$ cat src/cito_consts.svh
// constants for the instruction fetch, decode and timing block
// Summary of operation
// [RL1] single-word instruction is 24 bits, upper 8 bits form the opcode
// [RL2] double-word instructions span two program words, 48 bits in total
// [RL3] second word of a double-word instruction has its top 8 bits zero
// [RL4] second word executed on its own acts as a no-operation
// [RL5] each double-word instruction completes in exactly two cycles
// [RL6] single-word takes one cycle, two when condition true or PC changes
// [RL7] branches, indirect call/jump, table access and returns take two or three cycles
// [RL8] performed skip takes two cycles over one word, three over two words
// [RL9] double-word data move executes in two cycles
// [RL10] no suffix means word, byte suffix byte, double suffix double-word
// [RL11] file-register default register form uses register zero as source and destination
// [RL12] bit position operand is 4 bits selecting one of sixteen bits
// [RL13] 10-bit literal limited to 0..255 in byte mode, 0..1023 in word mode
// [RL14] 23-bit program address literal always has bit zero clear
// [RL15] source, destination, base and divide fields select one of sixteen registers
// [RL16] accumulator operations select exactly one of two accumulators A or B
// [RL17] accumulator write-back targets register 13, direct or post-incremented by 2
// [RL18] square uses one identical register pair among registers 4 to 7
// [RL19] carry, digit carry, negative, overflow, sticky zero; only listed flags change
// [RL20] separate overflow and saturate flags per accumulator, set by accumulator ops
// [RL21] multi-cycle instructions hold fetch so extra cycles are side-effect free
`ifndef CITO_CONSTS_SVH
`define CITO_CONSTS_SVH
// opcodes (upper byte of the instruction word; the BCC and ACC class codes give only its upper nibble)
`define CITO_OP_NOP 8'h00
`define CITO_OP_BRW 8'h01
`define CITO_OP_CALLA 8'h02
`define CITO_OP_GOTOA 8'h04
`define CITO_OP_RET 8'h06
`define CITO_OP_BCC_HI 4'h3
`define CITO_OP_SKIPS 8'hA6
`define CITO_OP_SKIPC 8'hA7
`define CITO_OP_TBLRD 8'hBA
`define CITO_OP_TBLWR 8'hBB
`define CITO_OP_MOVD 8'hBE
`define CITO_OP_ACC_HI 4'hC
`define CITO_OP_SQR 8'hF0
// extra cycles beyond the first
`define CITO_XC_BRANCH 2'h1
`define CITO_XC_TABLE 2'h1
`define CITO_XC_RETURN 2'h2
`define CITO_XC_MOVD 2'h1
`define CITO_XC_TAKEN 2'h1
// condition code meaning unconditional
`define CITO_CC_ALWAYS 4'hF
// operand field positions
`define CITO_F_SRC_LO 0
`define CITO_F_DST_LO 7
`define CITO_F_BASE_LO 11
`define CITO_F_BIT_LO 12
`define CITO_F_LIT_LO 4
`define CITO_F_BYTE 14
`define CITO_F_DEFREG 13
`define CITO_F_ACC 7
`define CITO_F_AWB_LO 5
`define CITO_LIT_BYTE_MAX 10'h0FF
`define CITO_AWB_REG 4'hD
`define CITO_SQR_BASE 4'h4
// register map, byte addresses
`define CITO_ADR_CTRL 8'h00
`define CITO_ADR_FLAGS 8'h04
`define CITO_ADR_ERR 8'h08
`define CITO_ADR_STATE 8'h0C
`define CITO_CTRL_RST 32'h0000_0000
`define CITO_ERR_W2 0
`define CITO_ERR_ODD 1
`define CITO_ERR_LIT 2
`endif

$ cat src/cito_pkg.sv
// types shared by the instruction fetch, decode and timing block
`default_nettype none
package cito_pkg;
    typedef enum logic [2:0] {S_EXEC, S_WORD2, S_SKIP, S_SKIP2, S_STALL} cito_state_type;
    typedef enum logic [1:0] {SZ_WORD, SZ_BYTE, SZ_DWORD} cito_size_type;
    // status flags, mcu group then accumulator group
    typedef struct packed {
        logic c;
        logic digit_carry_flag;
        logic n;
        logic overflow_flag;
        logic z;
        logic acc_a_overflow_flag;
        logic acc_b_overflow_flag;
        logic acc_a_saturate_flag;
        logic acc_b_saturate_flag;
    } cito_flags_type;
    // one decoded instruction handed to the datapath
    typedef struct packed {
        logic [7:0] opcode;
        cito_size_type size;
        logic [3:0] working_register_select;
        logic [3:0] dst_sel;
        logic [3:0] base_register_select;
        logic [3:0] bit_position_field;
        logic [9:0] ten_bit_literal;
        logic default_working_register;
        logic acc_b;
        logic awb_en;
        logic awb_postinc;
        logic pc_load;
        logic two_word;
        logic [22:0] program_address_literal;
    } cito_exec_type;
endpackage : cito_pkg
`default_nettype wire

$ cat src/cito_core.sv
// instruction fetch sequencer, operand decoder and status flags
`default_nettype none
`include "cito_consts.svh"
module cito_core #(
    parameter int AW = 8
) (
    input wire logic CLK,
    input wire logic RST,
    input wire logic [23:0] IWORD,
    input wire logic IWORD_VALID,
    input wire logic FLAG_WE,
    input wire cito_pkg::cito_flags_type FLAG_MASK,
    input wire cito_pkg::cito_flags_type FLAG_VAL,
    input wire logic WB_CYC_I,
    input wire logic WB_STB_I,
    input wire logic WB_WE_I,
    input wire logic [AW-1:0] WB_ADR_I,
    input wire logic [3:0] WB_SEL_I,
    input wire logic [31:0] WB_DAT_I,
    output logic WB_ACK_O,
    output logic [31:0] WB_DAT_O,
    output logic FETCH_EN,
    output logic EXEC_VALID,
    output logic EXEC_NOP,
    output cito_pkg::cito_exec_type EXEC_INSN,
    output cito_pkg::cito_flags_type FLAGS
);
    cito_pkg::cito_state_type st_r, st_nxt;
    logic [1:0] cnt_r, cnt_nxt;
    logic [23:0] first_r;
    logic [2:0] err_r;
    logic run_r;
    logic take;
    logic [7:0] op;
    logic wb_req, ctrl_wr, flags_wr, err_wr;

    // state names, local aliases of the package enum
    localparam cito_pkg::cito_state_type S_EXEC = cito_pkg::S_EXEC;
    localparam cito_pkg::cito_state_type S_WORD2 = cito_pkg::S_WORD2;
    localparam cito_pkg::cito_state_type S_SKIP = cito_pkg::S_SKIP;
    localparam cito_pkg::cito_state_type S_SKIP2 = cito_pkg::S_SKIP2;
    localparam cito_pkg::cito_state_type S_STALL = cito_pkg::S_STALL;

    // word decode helpers
    function automatic logic is_dw(input logic [7:0] o);
        return (o == `CITO_OP_CALLA) || (o == `CITO_OP_GOTOA);
    endfunction : is_dw

    function automatic logic cond_true(input logic [3:0] cc, input cito_pkg::cito_flags_type f);
        logic r;
        r = 1'b0;
        case (cc)
            4'h0: r = f.overflow_flag;
            4'h1: r = f.c;
            4'h2: r = f.z;
            4'h3: r = f.n;
            4'h4: r = !f.overflow_flag;
            4'h5: r = !f.c;
            4'h6: r = !f.z;
            4'h7: r = !f.n;
            4'h8: r = f.acc_a_overflow_flag;
            4'h9: r = f.acc_b_overflow_flag;
            4'hA: r = f.acc_a_saturate_flag;
            4'hB: r = f.acc_b_saturate_flag;
            4'hF: r = 1'b1;
            default: r = 1'b0;
        endcase
        return r;
    endfunction : cond_true

    // extra cycles run as no-operations after the first
    function automatic logic [1:0] extra(input logic [7:0] o, input cito_pkg::cito_flags_type f);
        logic [1:0] x;
        x = 2'h0;
        if (o == `CITO_OP_BRW) begin
            x = `CITO_XC_BRANCH; // RL7
        end else if (o == `CITO_OP_TBLRD || o == `CITO_OP_TBLWR) begin
            x = `CITO_XC_TABLE; // RL7
        end else if (o == `CITO_OP_RET) begin
            x = `CITO_XC_RETURN; // RL7
        end else if (o == `CITO_OP_MOVD) begin
            x = `CITO_XC_MOVD; // RL9
        end else if (o[7:4] == `CITO_OP_BCC_HI && cond_true(o[3:0], f)) begin
            x = `CITO_XC_TAKEN; // RL6
        end
        return x;
    endfunction : extra

    // operand fields of a single word
    function automatic cito_pkg::cito_exec_type decode(input logic [23:0] w,
                                                       input cito_pkg::cito_flags_type f);
        cito_pkg::cito_exec_type e;
        logic [1:0] sq;
        e = '0;
        sq = w[1:0];
        e.opcode = w[23:16]; // RL1
        e.working_register_select = w[`CITO_F_SRC_LO +: 4]; // RL15
        e.dst_sel = w[`CITO_F_DST_LO +: 4];
        e.base_register_select = w[`CITO_F_BASE_LO +: 4];
        e.bit_position_field = w[`CITO_F_BIT_LO +: 4]; // RL12
        e.size = w[`CITO_F_BYTE] ? cito_pkg::SZ_BYTE : cito_pkg::SZ_WORD; // RL10
        if (e.opcode == `CITO_OP_MOVD) begin
            e.size = cito_pkg::SZ_DWORD; // RL10
        end
        e.ten_bit_literal = w[`CITO_F_LIT_LO +: 10];
        if (e.size == cito_pkg::SZ_BYTE) begin
            e.ten_bit_literal = {2'h0, w[`CITO_F_LIT_LO +: 8]}; // RL13
        end
        e.default_working_register = w[`CITO_F_DEFREG];
        if (e.default_working_register) begin
            e.working_register_select = 4'h0; // RL11
            e.dst_sel = 4'h0; // RL11
        end
        if (e.opcode[7:4] == `CITO_OP_ACC_HI) begin
            e.acc_b = w[`CITO_F_ACC]; // RL16
            e.awb_en = (w[`CITO_F_AWB_LO +: 2] != 2'h0);
            e.awb_postinc = (w[`CITO_F_AWB_LO +: 2] == 2'h2); // RL17
            if (e.awb_en) begin
                e.dst_sel = `CITO_AWB_REG; // RL17
            end
        end
        if (e.opcode == `CITO_OP_SQR) begin
            e.working_register_select = `CITO_SQR_BASE | {2'h0, sq}; // RL18
            e.base_register_select = `CITO_SQR_BASE | {2'h0, sq}; // RL18
            e.default_working_register = 1'b0; // RL11
        end
        e.pc_load = (extra(e.opcode, f) != 2'h0) && (e.opcode != `CITO_OP_TBLRD)
                    && (e.opcode != `CITO_OP_TBLWR) && (e.opcode != `CITO_OP_MOVD);
        return e;
    endfunction : decode

    assign take = FETCH_EN && IWORD_VALID;
    assign op = IWORD[23:16];
    assign wb_req = WB_CYC_I && WB_STB_I;
    assign ctrl_wr = wb_req && WB_WE_I && WB_ACK_O && WB_SEL_I[0] && WB_ADR_I == `CITO_ADR_CTRL;
    assign flags_wr = wb_req && WB_WE_I && WB_ACK_O && WB_ADR_I == `CITO_ADR_FLAGS;
    assign err_wr = wb_req && WB_WE_I && WB_ACK_O && WB_SEL_I[0] && WB_ADR_I == `CITO_ADR_ERR;

    // sequencer next state
    always_comb begin
        st_nxt = st_r;
        cnt_nxt = cnt_r;
        case (st_r)
            S_EXEC: begin
                if (take) begin
                    if (is_dw(op)) begin
                        st_nxt = S_WORD2; // RL2
                    end else if ((op == `CITO_OP_SKIPS && FLAGS[IWORD[15:12]]) ||
                                 (op == `CITO_OP_SKIPC && !FLAGS[IWORD[15:12]])) begin
                        st_nxt = S_SKIP; // RL8
                    end else if (extra(op, FLAGS) != 2'h0) begin
                        st_nxt = S_STALL; // RL21
                        cnt_nxt = extra(op, FLAGS) - 2'h1;
                    end
                end
            end
            S_WORD2: begin
                if (take) begin
                    st_nxt = S_EXEC; // RL5
                end
            end
            S_SKIP: begin
                if (take) begin
                    st_nxt = is_dw(op) ? S_SKIP2 : S_EXEC; // RL8
                end
            end
            S_SKIP2: begin
                if (take) begin
                    st_nxt = S_EXEC; // RL8
                end
            end
            default: begin
                if (cnt_r == 2'h0) begin
                    st_nxt = S_EXEC;
                end else begin
                    cnt_nxt = cnt_r - 2'h1;
                end
            end
        endcase
    end

    // sequencer state and fetch gate
    always_ff @(posedge CLK) begin
        if (RST) begin
            st_r <= S_EXEC;
            cnt_r <= 2'h0;
            FETCH_EN <= 1'b0;
        end else begin
            st_r <= st_nxt;
            cnt_r <= cnt_nxt;
            FETCH_EN <= run_r && (st_nxt != S_STALL); // RL21
        end
    end

    // first word of a pair
    always_ff @(posedge CLK) begin
        if (RST) begin
            first_r <= 24'h00_0000;
        end else if (st_r == S_EXEC && take) begin
            first_r <= IWORD;
        end
    end

    // decoded instruction and no-operation pulses
    always_ff @(posedge CLK) begin
        if (RST) begin
            EXEC_VALID <= 1'b0;
            EXEC_NOP <= 1'b0;
            EXEC_INSN <= '0;
        end else begin
            EXEC_VALID <= 1'b0;
            EXEC_NOP <= (st_r == S_STALL) || ((st_r == S_SKIP || st_r == S_SKIP2) && take);
            if (st_r == S_EXEC && take && !is_dw(op)) begin
                EXEC_VALID <= 1'b1; // RL4
                EXEC_INSN <= decode(IWORD, FLAGS);
            end else if (st_r == S_WORD2 && take) begin
                EXEC_VALID <= 1'b1; // RL5
                EXEC_INSN <= decode(first_r, FLAGS);
                EXEC_INSN.two_word <= 1'b1;
                EXEC_INSN.pc_load <= 1'b1;
                EXEC_INSN.program_address_literal <= {IWORD[6:0], first_r[15:1], 1'b0}; // RL14
            end
        end
    end

    // decode error flags, set wins over write-one-to-clear
    always_ff @(posedge CLK) begin
        if (RST) begin
            err_r <= 3'h0;
        end else begin
            err_r <= (err_wr ? err_r & ~WB_DAT_I[2:0] : err_r) | {
                st_r == S_EXEC && take && !is_dw(op) && IWORD[`CITO_F_BYTE] &&
                    IWORD[`CITO_F_LIT_LO +: 10] > `CITO_LIT_BYTE_MAX, // RL13
                st_r == S_WORD2 && take && first_r[0], // RL14
                st_r == S_WORD2 && take && IWORD[23:16] != 8'h00 // RL3
            };
        end
    end

    // status flags: datapath update masked by instruction class, wins over software
    always_ff @(posedge CLK) begin
        if (RST) begin
            FLAGS <= '0;
        end else if (FLAG_WE && EXEC_VALID && EXEC_INSN.opcode != `CITO_OP_NOP) begin // RL4
            if (EXEC_INSN.opcode[7:4] == `CITO_OP_ACC_HI) begin
                if (FLAG_MASK.acc_a_overflow_flag) FLAGS.acc_a_overflow_flag <= FLAG_VAL.acc_a_overflow_flag; // RL20
                if (FLAG_MASK.acc_b_overflow_flag) FLAGS.acc_b_overflow_flag <= FLAG_VAL.acc_b_overflow_flag; // RL20
                if (FLAG_MASK.acc_a_saturate_flag) FLAGS.acc_a_saturate_flag <= FLAG_VAL.acc_a_saturate_flag; // RL20
                if (FLAG_MASK.acc_b_saturate_flag) FLAGS.acc_b_saturate_flag <= FLAG_VAL.acc_b_saturate_flag; // RL20
            end else begin
                if (FLAG_MASK.c) FLAGS.c <= FLAG_VAL.c; // RL19
                if (FLAG_MASK.digit_carry_flag) FLAGS.digit_carry_flag <= FLAG_VAL.digit_carry_flag;
                if (FLAG_MASK.n) FLAGS.n <= FLAG_VAL.n;
                if (FLAG_MASK.overflow_flag) FLAGS.overflow_flag <= FLAG_VAL.overflow_flag;
                if (FLAG_MASK.z) FLAGS.z <= FLAGS.z & FLAG_VAL.z; // RL19
            end
        end else if (flags_wr) begin
            FLAGS <= WB_DAT_I[8:0];
        end
    end

    // control register: run enable
    always_ff @(posedge CLK) begin
        if (RST) begin
            run_r <= 1'(`CITO_CTRL_RST);
        end else if (ctrl_wr) begin
            run_r <= WB_DAT_I[0];
        end
    end

    // wishbone slave: ack one cycle after request, read data with it
    always_ff @(posedge CLK) begin
        if (RST) begin
            WB_ACK_O <= 1'b0;
            WB_DAT_O <= 32'h0000_0000;
        end else begin
            WB_ACK_O <= wb_req && !WB_ACK_O;
            if (WB_ADR_I == `CITO_ADR_CTRL) begin
                WB_DAT_O <= {31'h0000_0000, run_r};
            end else if (WB_ADR_I == `CITO_ADR_FLAGS) begin
                WB_DAT_O <= {23'h00_0000, FLAGS};
            end else if (WB_ADR_I == `CITO_ADR_ERR) begin
                WB_DAT_O <= {29'h0000_0000, err_r};
            end else if (WB_ADR_I == `CITO_ADR_STATE) begin
                WB_DAT_O <= {19'h0_0000, EXEC_INSN.opcode, cnt_r, st_r};
            end else begin
                WB_DAT_O <= 32'h0000_0000;
            end
        end
    end
endmodule : cito_core
`default_nettype wire

$ cat config.mk
export PLATFORM = sky130hd
export DESIGN_NAME = cito_core
export DESIGN_NICKNAME = d
export VERILOG_FILES = /design/src/cito_pkg.sv /design/src/cito_core.sv
export VERILOG_INCLUDE_DIRS = /design/src
export SDC_FILE = /design/constraint.sdc
export NUM_CORES = 1
export LEC_CHECK = 0
export BUFFER_PORTS_ARGS = -buffer_cell sky130_fd_sc_hd__buf_2
export CORE_MARGIN = 2
export CORE_UTILIZATION = 35
export CTS_BUF_LIST = sky130_fd_sc_hd__clkbuf_4
export CTS_CLUSTER_DIAMETER = 30
export CTS_CLUSTER_SIZE = 40
export DETAILED_ROUTE_END_ITERATION = 8
export PLACE_DENSITY = 0.63
export SYNTH_ARGS = -nofsm -noshare
export SYNTH_HDL_FRONTEND = slang
export SYNTH_SLANG_ARGS = --single-unit
$ cat constraint.sdc
create_clock -name CLK -period 5.4 [get_ports CLK]
set_input_delay 0.27 -clock CLK [delete_from_list [all_inputs] [get_ports CLK]]
set_output_delay 0.27 -clock CLK [all_outputs]
set_load 0.02 [all_outputs]
### Word level (Yosys, flattened, before mapping)

Cells that the tools add are included.

* output and inout bits: 110
* register bits: 142

* bitwise logic cells: 6
* $add $sub $neg: 2
* reduce and logical (&&, ||, !) cells: 68
* equal/unequal tests: 59
* mux-type cells: 106
* magnitude comparators: 2

Operator list (count)
* 65-bit 2-to-1 mux: 2
* 2-bit 2-to-1 mux: 33
* 8-bit == test, second input constant: 8
* 9-bit 2-to-1 mux: 5
* 1-bit 2-to-1 mux: 38
* 4-bit 2-to-1 mux: 9
* 4-bit == test, second input constant: 8
* 3-bit 2-to-1 mux: 10
* 1-bit logical AND: 28
* 2-bit inequality test, second input constant: 14
* 3-bit AND reduction: 9
* 8-bit by 3-bit == test with 1-bit output, second input constant: 3
* 8-bit inequality test, second input constant: 3
* 10-bit 2-to-1 mux: 2
* 4-bit by 3-bit == test with 1-bit output, second input constant: 4
* 8-bit by 4-bit == test with 1-bit output, second input constant: 2
* 8-bit 2-to-1 mux: 2
* 8-bit nonzero test: 2
* 1-bit one-hot mux with 13 select lines: 1
* 4-bit by 2-bit == test with 1-bit output, second input constant: 3
* 2-bit nonzero test: 6
* 10-bit by 8-bit greater-than comparator with 1-bit output, second input constant: 1
* 3-bit one-hot mux with 3 select lines: 1
* 8-bit by 1-bit == test with 1-bit output, second input constant: 1
* other kinds (30): 48

### Logic depth before layout (Yosys ltp)

Gate-level depths: netlist of run 1.

* depth in word-level cells: 43
* depth in mapped cells: 8

### Least setup slack after synthesis of run 1

OpenSTA, ideal clock, no wires.

* kind: register to register
* from: reg EXEC_INSN[58] (netlist bit)
* to: reg FLAGS[5] (netlist bit)
* path buffers: 2
* path slack: 3.428 ns
* data required time: 5.314 ns
* arrival: 1.886 ns
* period minus slack after synthesis: 1.972 ns
* stages on the path, launching flop included: 9
* path through: dfxtp_1 > or4_4 > o211a_1 > buf_6 > nand2_8 > and2_4 > buf_12 > o21ai_2 > a221oi_2

* cells in the longest elaborated chain, start to end: 4
* elaborated cells between the ends (all ways): 7
* classes of those cells: eq/ne (2); mux (1); reduce/logical (4)

RTL lines
* start, declared: line cito_core.sv:25 `output cito_pkg::cito_exec_type EXEC_INSN,`
* start signal, assigned: line cito_core.sv:215 `EXEC_INSN <= decode(IWORD, FLAGS);`
* start signal, assigned: line cito_core.sv:218 `EXEC_INSN <= decode(first_r, FLAGS);`
* 8-bit nonzero test (no source line) (*)
* 1-bit logical AND (no source line) (*)
* 2-bit inequality test (no source line) / 2-bit nonzero test (equally long branches)
* 3-bit AND reduction (no source line)
* end signal, assigned: line cito_core.sv:258 `FLAGS <= WB_DAT_I[8:0];`
* end, declared: line cito_core.sv:26 `output cito_pkg::cito_flags_type FLAGS`

Mark *: on every way between the ends. The rest lies on a longest branch, timed or not.
A chain may end at the register's enable or synchronous reset.

### Worst setup path after layout of run 1

* from: reg st_r[2]
* to: reg EXEC_INSN[52] (netlist bit)

* cells in the longest elaborated chain, start to end: 4
* elaborated cells between the ends (all ways): 7
* classes of those cells: eq/ne (1); mux (1); reduce/logical (5)

RTL lines
* start, declared: line cito_core.sv:28 `cito_pkg::cito_state_type st_r, st_nxt;`
* start signal, assigned: line cito_core.sv:189 `st_r <= st_nxt;`
* 3-bit logical NOT: line cito_core.sv:213 `if (st_r == S_EXEC && take && !is_dw(op)) begin`
* 1-bit logical AND (2 in a row): line cito_core.sv:213
* 65-bit 2-to-1 mux / 2-bit nonzero test (equally long branches)

Parallel ways exist; a longest one is shown, timed or not.

==> flow_metrics.tcl, run 1 <==
set metrics [dict create \
    status "finished clean" \
    synthDistinctLibCells 68 \
    drt_first_pass_iters 5 \
    cts_tree "done" \
    drv_cap 0 \
    nFillCells 1658 \
    grt_use_total_pct 19.9 \
    post_drt_via_cell_ratio 5.10 \
    nets 935 \
    ff2ff_setup_slack_ps 1910 \
    crit_slowest_cell "and2_1" \
    wl_per_cell_um 16.0 \
    synth_ff_type "dfxtp_1" \
    cts_resized 0 \
    post-route-min-period_ps 3490 \
    p_leak_uw 0.00272 \
    postCtsSetupBuffers 0 \
    cts_buffers 17 \
    cp_cell_sequence "or3_1, nor2_4, and2_1, nor2_1, buf_4, a221oi_1, nor2_1" \
    grt_max_degree 50 \
    seqCellArea_sq_um 2460 \
    ant_nets 0 \
    hold_ws_ps 27.6 \
    io_pins 203 \
    synth_top_area_share_pct 43.7 \
    crit_fanout 27 \
    htreeDepth 4 \
    cp-start-kind "flip-flop" \
    insertion_delay_ps 560 \
    gp_congestion 0.820 \
    drive_gt1_share_pct 24.8 \
    grt_pass1_wl_um 26400 \
    max_stage_delay_ps 850 \
    cts_root_buffer "clkbuf_4" \
    crit_path_frequent_cell "nor2_1" \
    fin_setup_tns_ps 0 \
    p_total_uw 1650 \
    dieHeight_um 131 \
    grt_pass1_vias 4976 \
    cts_sinks 123 \
    syn_area_per_cell_sq_um 8.16 \
    setup_viol 0 \
    synth_top_cell_by_area "dfxtp_1" \
    dieArea_sq_um 17100 \
    hpwl_um 11900 \
    seq_area_frac_synth_pct 43.7 \
    multi_input_area_sq_um 2830 \
    syn_to_final_growth_pct 22.1 \
    antenna_found_initial 1 \
    p_per_area_nw_per_um2 239 \
    synth.most_common_cell "nand2_1" \
    path_delay_family "simple AND/OR/NAND/NOR gates" \
    initial_core_util_pct 35.6 \
    slew_viol_final 0 \
    syn_inst 691 \
    synth_edf_count 0 \
    synth-warning-count 0 \
    synth_area_leaders "dfxtp_1, nand2_1, a21oi_1" \
    cp_num_buf_inv 1 \
    grt_overflow 0 \
    hold_path.class "in2reg" \
    chipWidth_um 131 \
    post_synth_instance_area_sq_um 5640 \
    coreArea_sq_um 15800 \
    yosys-top-cells-count "nand2_1, dfxtp_1, a21oi_1" \
    cp-end-kind "flip-flop" \
    cp_data_required_time_ps 5830 \
    numPortBuffers 156 \
    routed_wl_um 17200 \
    ys_ff_latch 123 \
    clock_skew_ps 15.0 \
    hold_viol 0 \
    placementRows 46 \
    clkTransAtPathRegs_ps 110 \
    cp.arrival_ps 3920 \
    ir_worst_vdd_mv 0.120 \
    vias 5465 \
    holdBufCountCts 17 \
    worst_pin_slew_ps 933 \
    min_period_over_period_pct 64.6 \
    synth-async-reset-ratio_pct 0 \
    max-slew-margin-rel_pct 37.8 \
    drcViolationCount 0 \
    final_cells 1072 \
    dp.cells 1021 \
    drt_iter0_drc 469 \
    rsz0062_at_grt "false" \
    crit_type "reg2reg" \
    cts_buffer_depth 2 \
    max_freq_mhz 286 \
]
power breakdown:
part / switching, uW / total, uW / internal (uW)
Sequential: 0.190 / 907 / 907
Combinational: 67.7 / 106 / 38.5
Clock: 351 / 636 / 285
cells by family (layout without fill, tap and decap cells):
group	count (synthesis)	count (layout)	share of synthesized area (%)
AND/OR/NAND/NOR	288	288	24.3
AO/OA/AOI/OAI	177	177	20.5
flip-flops	123	123	43.7
buffers and inverters	80	225	7.50
multiplexers	17	17	3.24
XOR/XNOR	5	5	0.777
other	1	21	0.0665
state kept, by name, summed over array words and instances (netlist names):
register and cells:
EXEC_NOP 1, WB_DAT_O 13, run_r 1, EXEC_INSN 64
FETCH_EN 1, EXEC_VALID 1, WB_ACK_O 1, err_r 3
cnt_r 2, FLAGS 9, st_r 3, first_r 24
metrics by stage:
| stage | utilization (%) | instance area [sq um] | worst slack [ps] |
|---|---|---|---|
| after floorplan | - | 5710 | 3430 |
| after global placement | 40.6 | 6430 | 1950 |
| after detailed placement | 40.6 | 6430 | 1950 |
| after CTS | 43.4 | 6870 | 1940 |
| after global routing | 43.5 | 6890 | 1690 |
| final | 43.5 | 6890 | 1910 |
worst paths after layout:
check                            from                          to  cells after the start
setup / recovery   st_r[2]$_SDFF_PP0_  EXEC_INSN[52]$_SDFFE_PP0P_                      7
hold / removal            WB_DAT_I[2]         err_r[2]$_SDFF_PP0_                      4
setup reg to reg   st_r[2]$_SDFF_PP0_  EXEC_INSN[52]$_SDFFE_PP0P_                      7
hold reg to reg   WB_ACK_O$_SDFF_PP0_         WB_ACK_O$_SDFF_PP0_                      1
final cells by class:
| class | count | area share (%) |
|---|---|---|
| inverter | 14 | 0.763 |
| sequential | 123 | 35.8 |
| timing repair buffer | 179 | 14.5 |
| tap | 216 | 3.92 |
| multi-input combinational | 507 | 41.0 |
| clock inverter | 12 | 1.82 |
| antenna | 1 | 0.0363 |
| clock buffer | 20 | 2.18 |
routing by layer:
layer | vias up | track usage (%) | part of all wire, %
li1 | 2703 | - | -
met1 | 2584 | 25.7 | 45
met2 | 143 | 31.5 | 48
met3 | 35 | 4.93 | 4.8
met4 | 0 | 9.32 | 2.8
met5 | - | 0 | 0
worst reg2reg max path, delay by kind of cell, from the launching register on:
family / cells / cell delay, ps
AND/OR/NAND/NOR: 5 / 2410
flip-flops: 1 / 390
buffers and inverters: 1 / 320
AO/OA/AOI/OAI: 1 / 260
placed cells by master (no fill, tap or decap), types with 3 or more instances in the layout:
cell,n
a221oi_1,5
nand2b_1,6
o21ai_0,16
nor3b_1,3
mux2i_1,16
o21ai_1,5
o22ai_1,5
a22oi_1,9
a32oi_1,5
o21ai_2,4
inv_1,14
nand2_1,153
nor3_1,5
and3b_1,4
o31ai_1,4
buf_2,156
dfxtp_1,123
a21oi_1,77
clkinvlp_4,4
a211oi_1,4
dlygate4sd3_1,18
a31oi_1,15
nand4bb_1,3
nand3b_1,11
and2_1,7
nand3_1,16
nor2_1,50
nand4_1,5
a311oi_1,6
o211ai_1,3
xnor2_1,4
conb_1,20
a221oi_2,4
buf_4,5
clkbuf_4,20
nor4_1,5
Note: power is estimated with default switching activity, not from simulation.
==> inputs of run 2 (changes only) <==
--- a/config.mk
+++ b/config.mk
@@ -6,6 +6,7 @@
 export SDC_FILE = /design/constraint.sdc
 export NUM_CORES = 1
 export LEC_CHECK = 0
+export ABC_AREA = 1
 export BUFFER_PORTS_ARGS = -buffer_cell sky130_fd_sc_hd__buf_2
 export CORE_MARGIN = 2
 export CORE_UTILIZATION = 35
==> constraint.sdc (replaced) <==
create_clock -name CLK -period 3.4 [get_ports CLK]
set_input_delay 0.17 -clock CLK [delete_from_list [all_inputs] [get_ports CLK]]
set_output_delay 0.17 -clock CLK [all_outputs]
set_load 0.02 [all_outputs]
==> flow_metrics.tcl, run 2 <==
set metrics [dict create \
    status "finished clean" \
    synth-xor-area-share_pct 0 \
    cts_resized 0 \
    yosys-top-cells-count "nand2_1, dfxtp_1, inv_1" \
    mostFrequentLayoutCell "nand2_1" \
    cp_cell_sequence "nor4_1, nand4_1, nand3_1, buf_4, clkinv_1, nand2_1, nand2_1, o21ai_0, o21ai_0, a21oi_1, dlygate4sd3_1" \
    htreeDepth 4 \
    post-route-min-period_ps 2800 \
    clkTransAtPathRegs_ps 120 \
    cts_tree "done" \
    seq_area_frac_synth_pct 43.8 \
    post_synth_instance_area_sq_um 5620 \
    largestRegisters "EXEC_INSN (64), first_r (24), WB_DAT_O (13)" \
    numPortBuffers 156 \
    cp.arrival_ps 3290 \
    syn_to_final_growth_pct 29.4 \
    p_per_area_nw_per_um2 369 \
    drcViolationCount 0 \
    synth.most_common_cell "nand2_1" \
    reg2reg_to "FLAGS[5]$_SDFFE_PP0P_" \
    cp-start-kind "flip-flop" \
    placementRows 46 \
    max_freq_mhz 357 \
    drive_gt1_share_pct 21.4 \
    synth-warning-count 0 \
    nets 1092 \
    synthAdderAreaFrac_pct 0 \
    dieHeight_um 131 \
    vias 6003 \
    chipWidth_um 131 \
    synth_edf_count 0 \
    initial_core_util_pct 35.6 \
    hpwl_um 13100 \
    r2r_start "EXEC_INSN[60]$_SDFFE_PP0P_" \
    antenna_found_initial 1 \
    clock_skew_ps 21.5 \
    synth_ff_type "dfxtp_1" \
    grt_pass1_wl_um 28900 \
    grt_overflow 0 \
    crit_fanout 17 \
    cp-end-kind "flip-flop" \
    grt_max_degree 56 \
    setup_viol 0 \
    crit_type "reg2reg" \
    routed_wl_um 18400 \
    multi_input_area_sq_um 2600 \
    crit_slowest_cell "dlygate4sd3_1" \
    min_period_over_period_pct 82.5 \
    syn_inst 800 \
    dp.cells 1149 \
    max-slew-margin-rel_pct 31.1 \
    cts_buffers 17 \
    post_drt_via_cell_ratio 4.89 \
    cts_sinks 123 \
    grt_pass1_vias 5564 \
    io_pins 203 \
    drt_first_pass_iters 5 \
    top_register "EXEC_INSN" \
    synth_mux_area_share_pct 0 \
    hold_path.class "in2reg" \
    synth-compound-area-share_pct 18.1 \
    holdPathStages 6 \
    min_from "WB_ADR_I[5]" \
    wl_per_cell_um 15.0 \
    worst_pin_slew_ps 1030 \
    synth_top_family_by_area "simple AND/OR/NAND/NOR gates" \
    r2r_cells 11 \
    max_stage_delay_ps 550 \
    synth-async-reset-ratio_pct 0 \
    cts_buffer_depth 2 \
    seqCellArea_sq_um 2460 \
    largest_register_ffs 64 \
    coreArea_sq_um 15800 \
    p_leak_uw 0.00328 \
    syn_area_per_cell_sq_um 7.03 \
    ff2ff_setup_slack_ps 600 \
    synth_simple_gate_area_share_pct 26.8 \
    hold_viol 0 \
    grt_use_total_pct 22.0 \
    hold_end "run_r$_SDFFE_PP0P_" \
    synth_top_area_share_pct 43.8 \
    cts_root_buffer "clkbuf_4" \
    insertion_delay_ps 560 \
    ir_worst_vdd_mv 0.227 \
    gp_congestion 0.888 \
    synth_top_cell_by_area "dfxtp_1" \
    cp_data_required_time_ps 3890 \
    fin_setup_tns_ps 0 \
    ant_nets 0 \
    dieArea_sq_um 17100 \
    final_cells 1228 \
    rsz0062_at_grt "false" \
    synthDistinctLibCells 43 \
    slew_viol_final 0 \
    nFillCells 1686 \
    ys_ff_latch 123 \
    drt_iter0_drc 399 \
    drv_cap 0 \
    synth_area_leaders "dfxtp_1, nand2_1, a21oi_1" \
    final_cell_mix "nand2_1, buf_2, dfxtp_1" \
]
-- run 2: kinds of logic (layout without fill, tap and decap cells) --
family | count (synthesis) | after routing
AO/OA/AOI/OAI | 182 | 182
buffers and inverters | 142 | 334
flip-flops | 123 | 123
other | 1 | 21
AND/OR/NAND/NOR | 352 | 352
-- run 2: timing repair --
item                                   in CTS  in global routing
buffers inserted                            0                  0
setup endpoints to repair                   0                  0
hold buffers                               47                  0
endpoints found under the hold margin      70                  0
-- run 2: worst max path at each step --
stage                                     from                    endpoint  depth (start not counted)
floorplan                  FETCH_EN$_SDFF_PP0_         FETCH_EN$_SDFF_PP0_                         11
global route        EXEC_INSN[59]$_SDFFE_PP0P_       FLAGS[6]$_SDFFE_PP0P_                         11
finish              EXEC_INSN[60]$_SDFFE_PP0P_       FLAGS[5]$_SDFFE_PP0P_                         11
detailed placement                   IWORD[17]  EXEC_INSN[50]$_SDFFE_PP0P_                         10
CTS                 EXEC_INSN[60]$_SDFFE_PP0P_       FLAGS[5]$_SDFFE_PP0P_                         11
global placement                     IWORD[17]  EXEC_INSN[50]$_SDFFE_PP0P_                         10
-- run 2: cell type report --
class | count | area share, %
Inverter | 90 | 4.68
Multi-Input combinational cell | 554 | 35.7
Antenna cell | 1 | 0.0344
Sequential cell | 123 | 33.9
Timing Repair Buffer | 213 | 18.2
Tap cell | 216 | 3.72
Clock inverter | 11 | 1.70
Clock buffer | 20 | 2.06
-- run 2: worst max-delay path: cells and delay by family, from the launching register on --
kind                   cells  cell delay [ps]
AOI/OAI and AO/OA          3              400
buffers and inverters      3             1050
DFF                        1              360
and+or+nand+nor            5              920
-- run 2: where the power goes --
part	internal, uW	switching [uW]	total [uW]
clock	455	575	1030
sequential	1440	2.27	1440
combinational	81.7	126	208
total	1980	703	2680
-- run 2: stage by stage --
stage	instance area (sq um)	hold WS [ps]	power (uW)	util [%]	setup WS (ps)
3_3_place_gp	6530	412	1650	41.4	1030
5_1_grt	7270	36.8	2790	46.1	267
2_1_floorplan	5690	288	1590	-	1610
3_5_place_dp	6530	413	1650	41.4	1020
4_1_cts	7270	4.32	2710	46.1	603
6_report	7270	61.4	2680	46.1	595
-- run 2: metal layers --
metal,GRT usage (%),share of wire (%),vias up
met5,0,0,-
met4,8.76,2.3,0
met3,6.15,6.5,27
met2,35.0,46,172
met1,28.3,45,2801
li1,-,-,3003
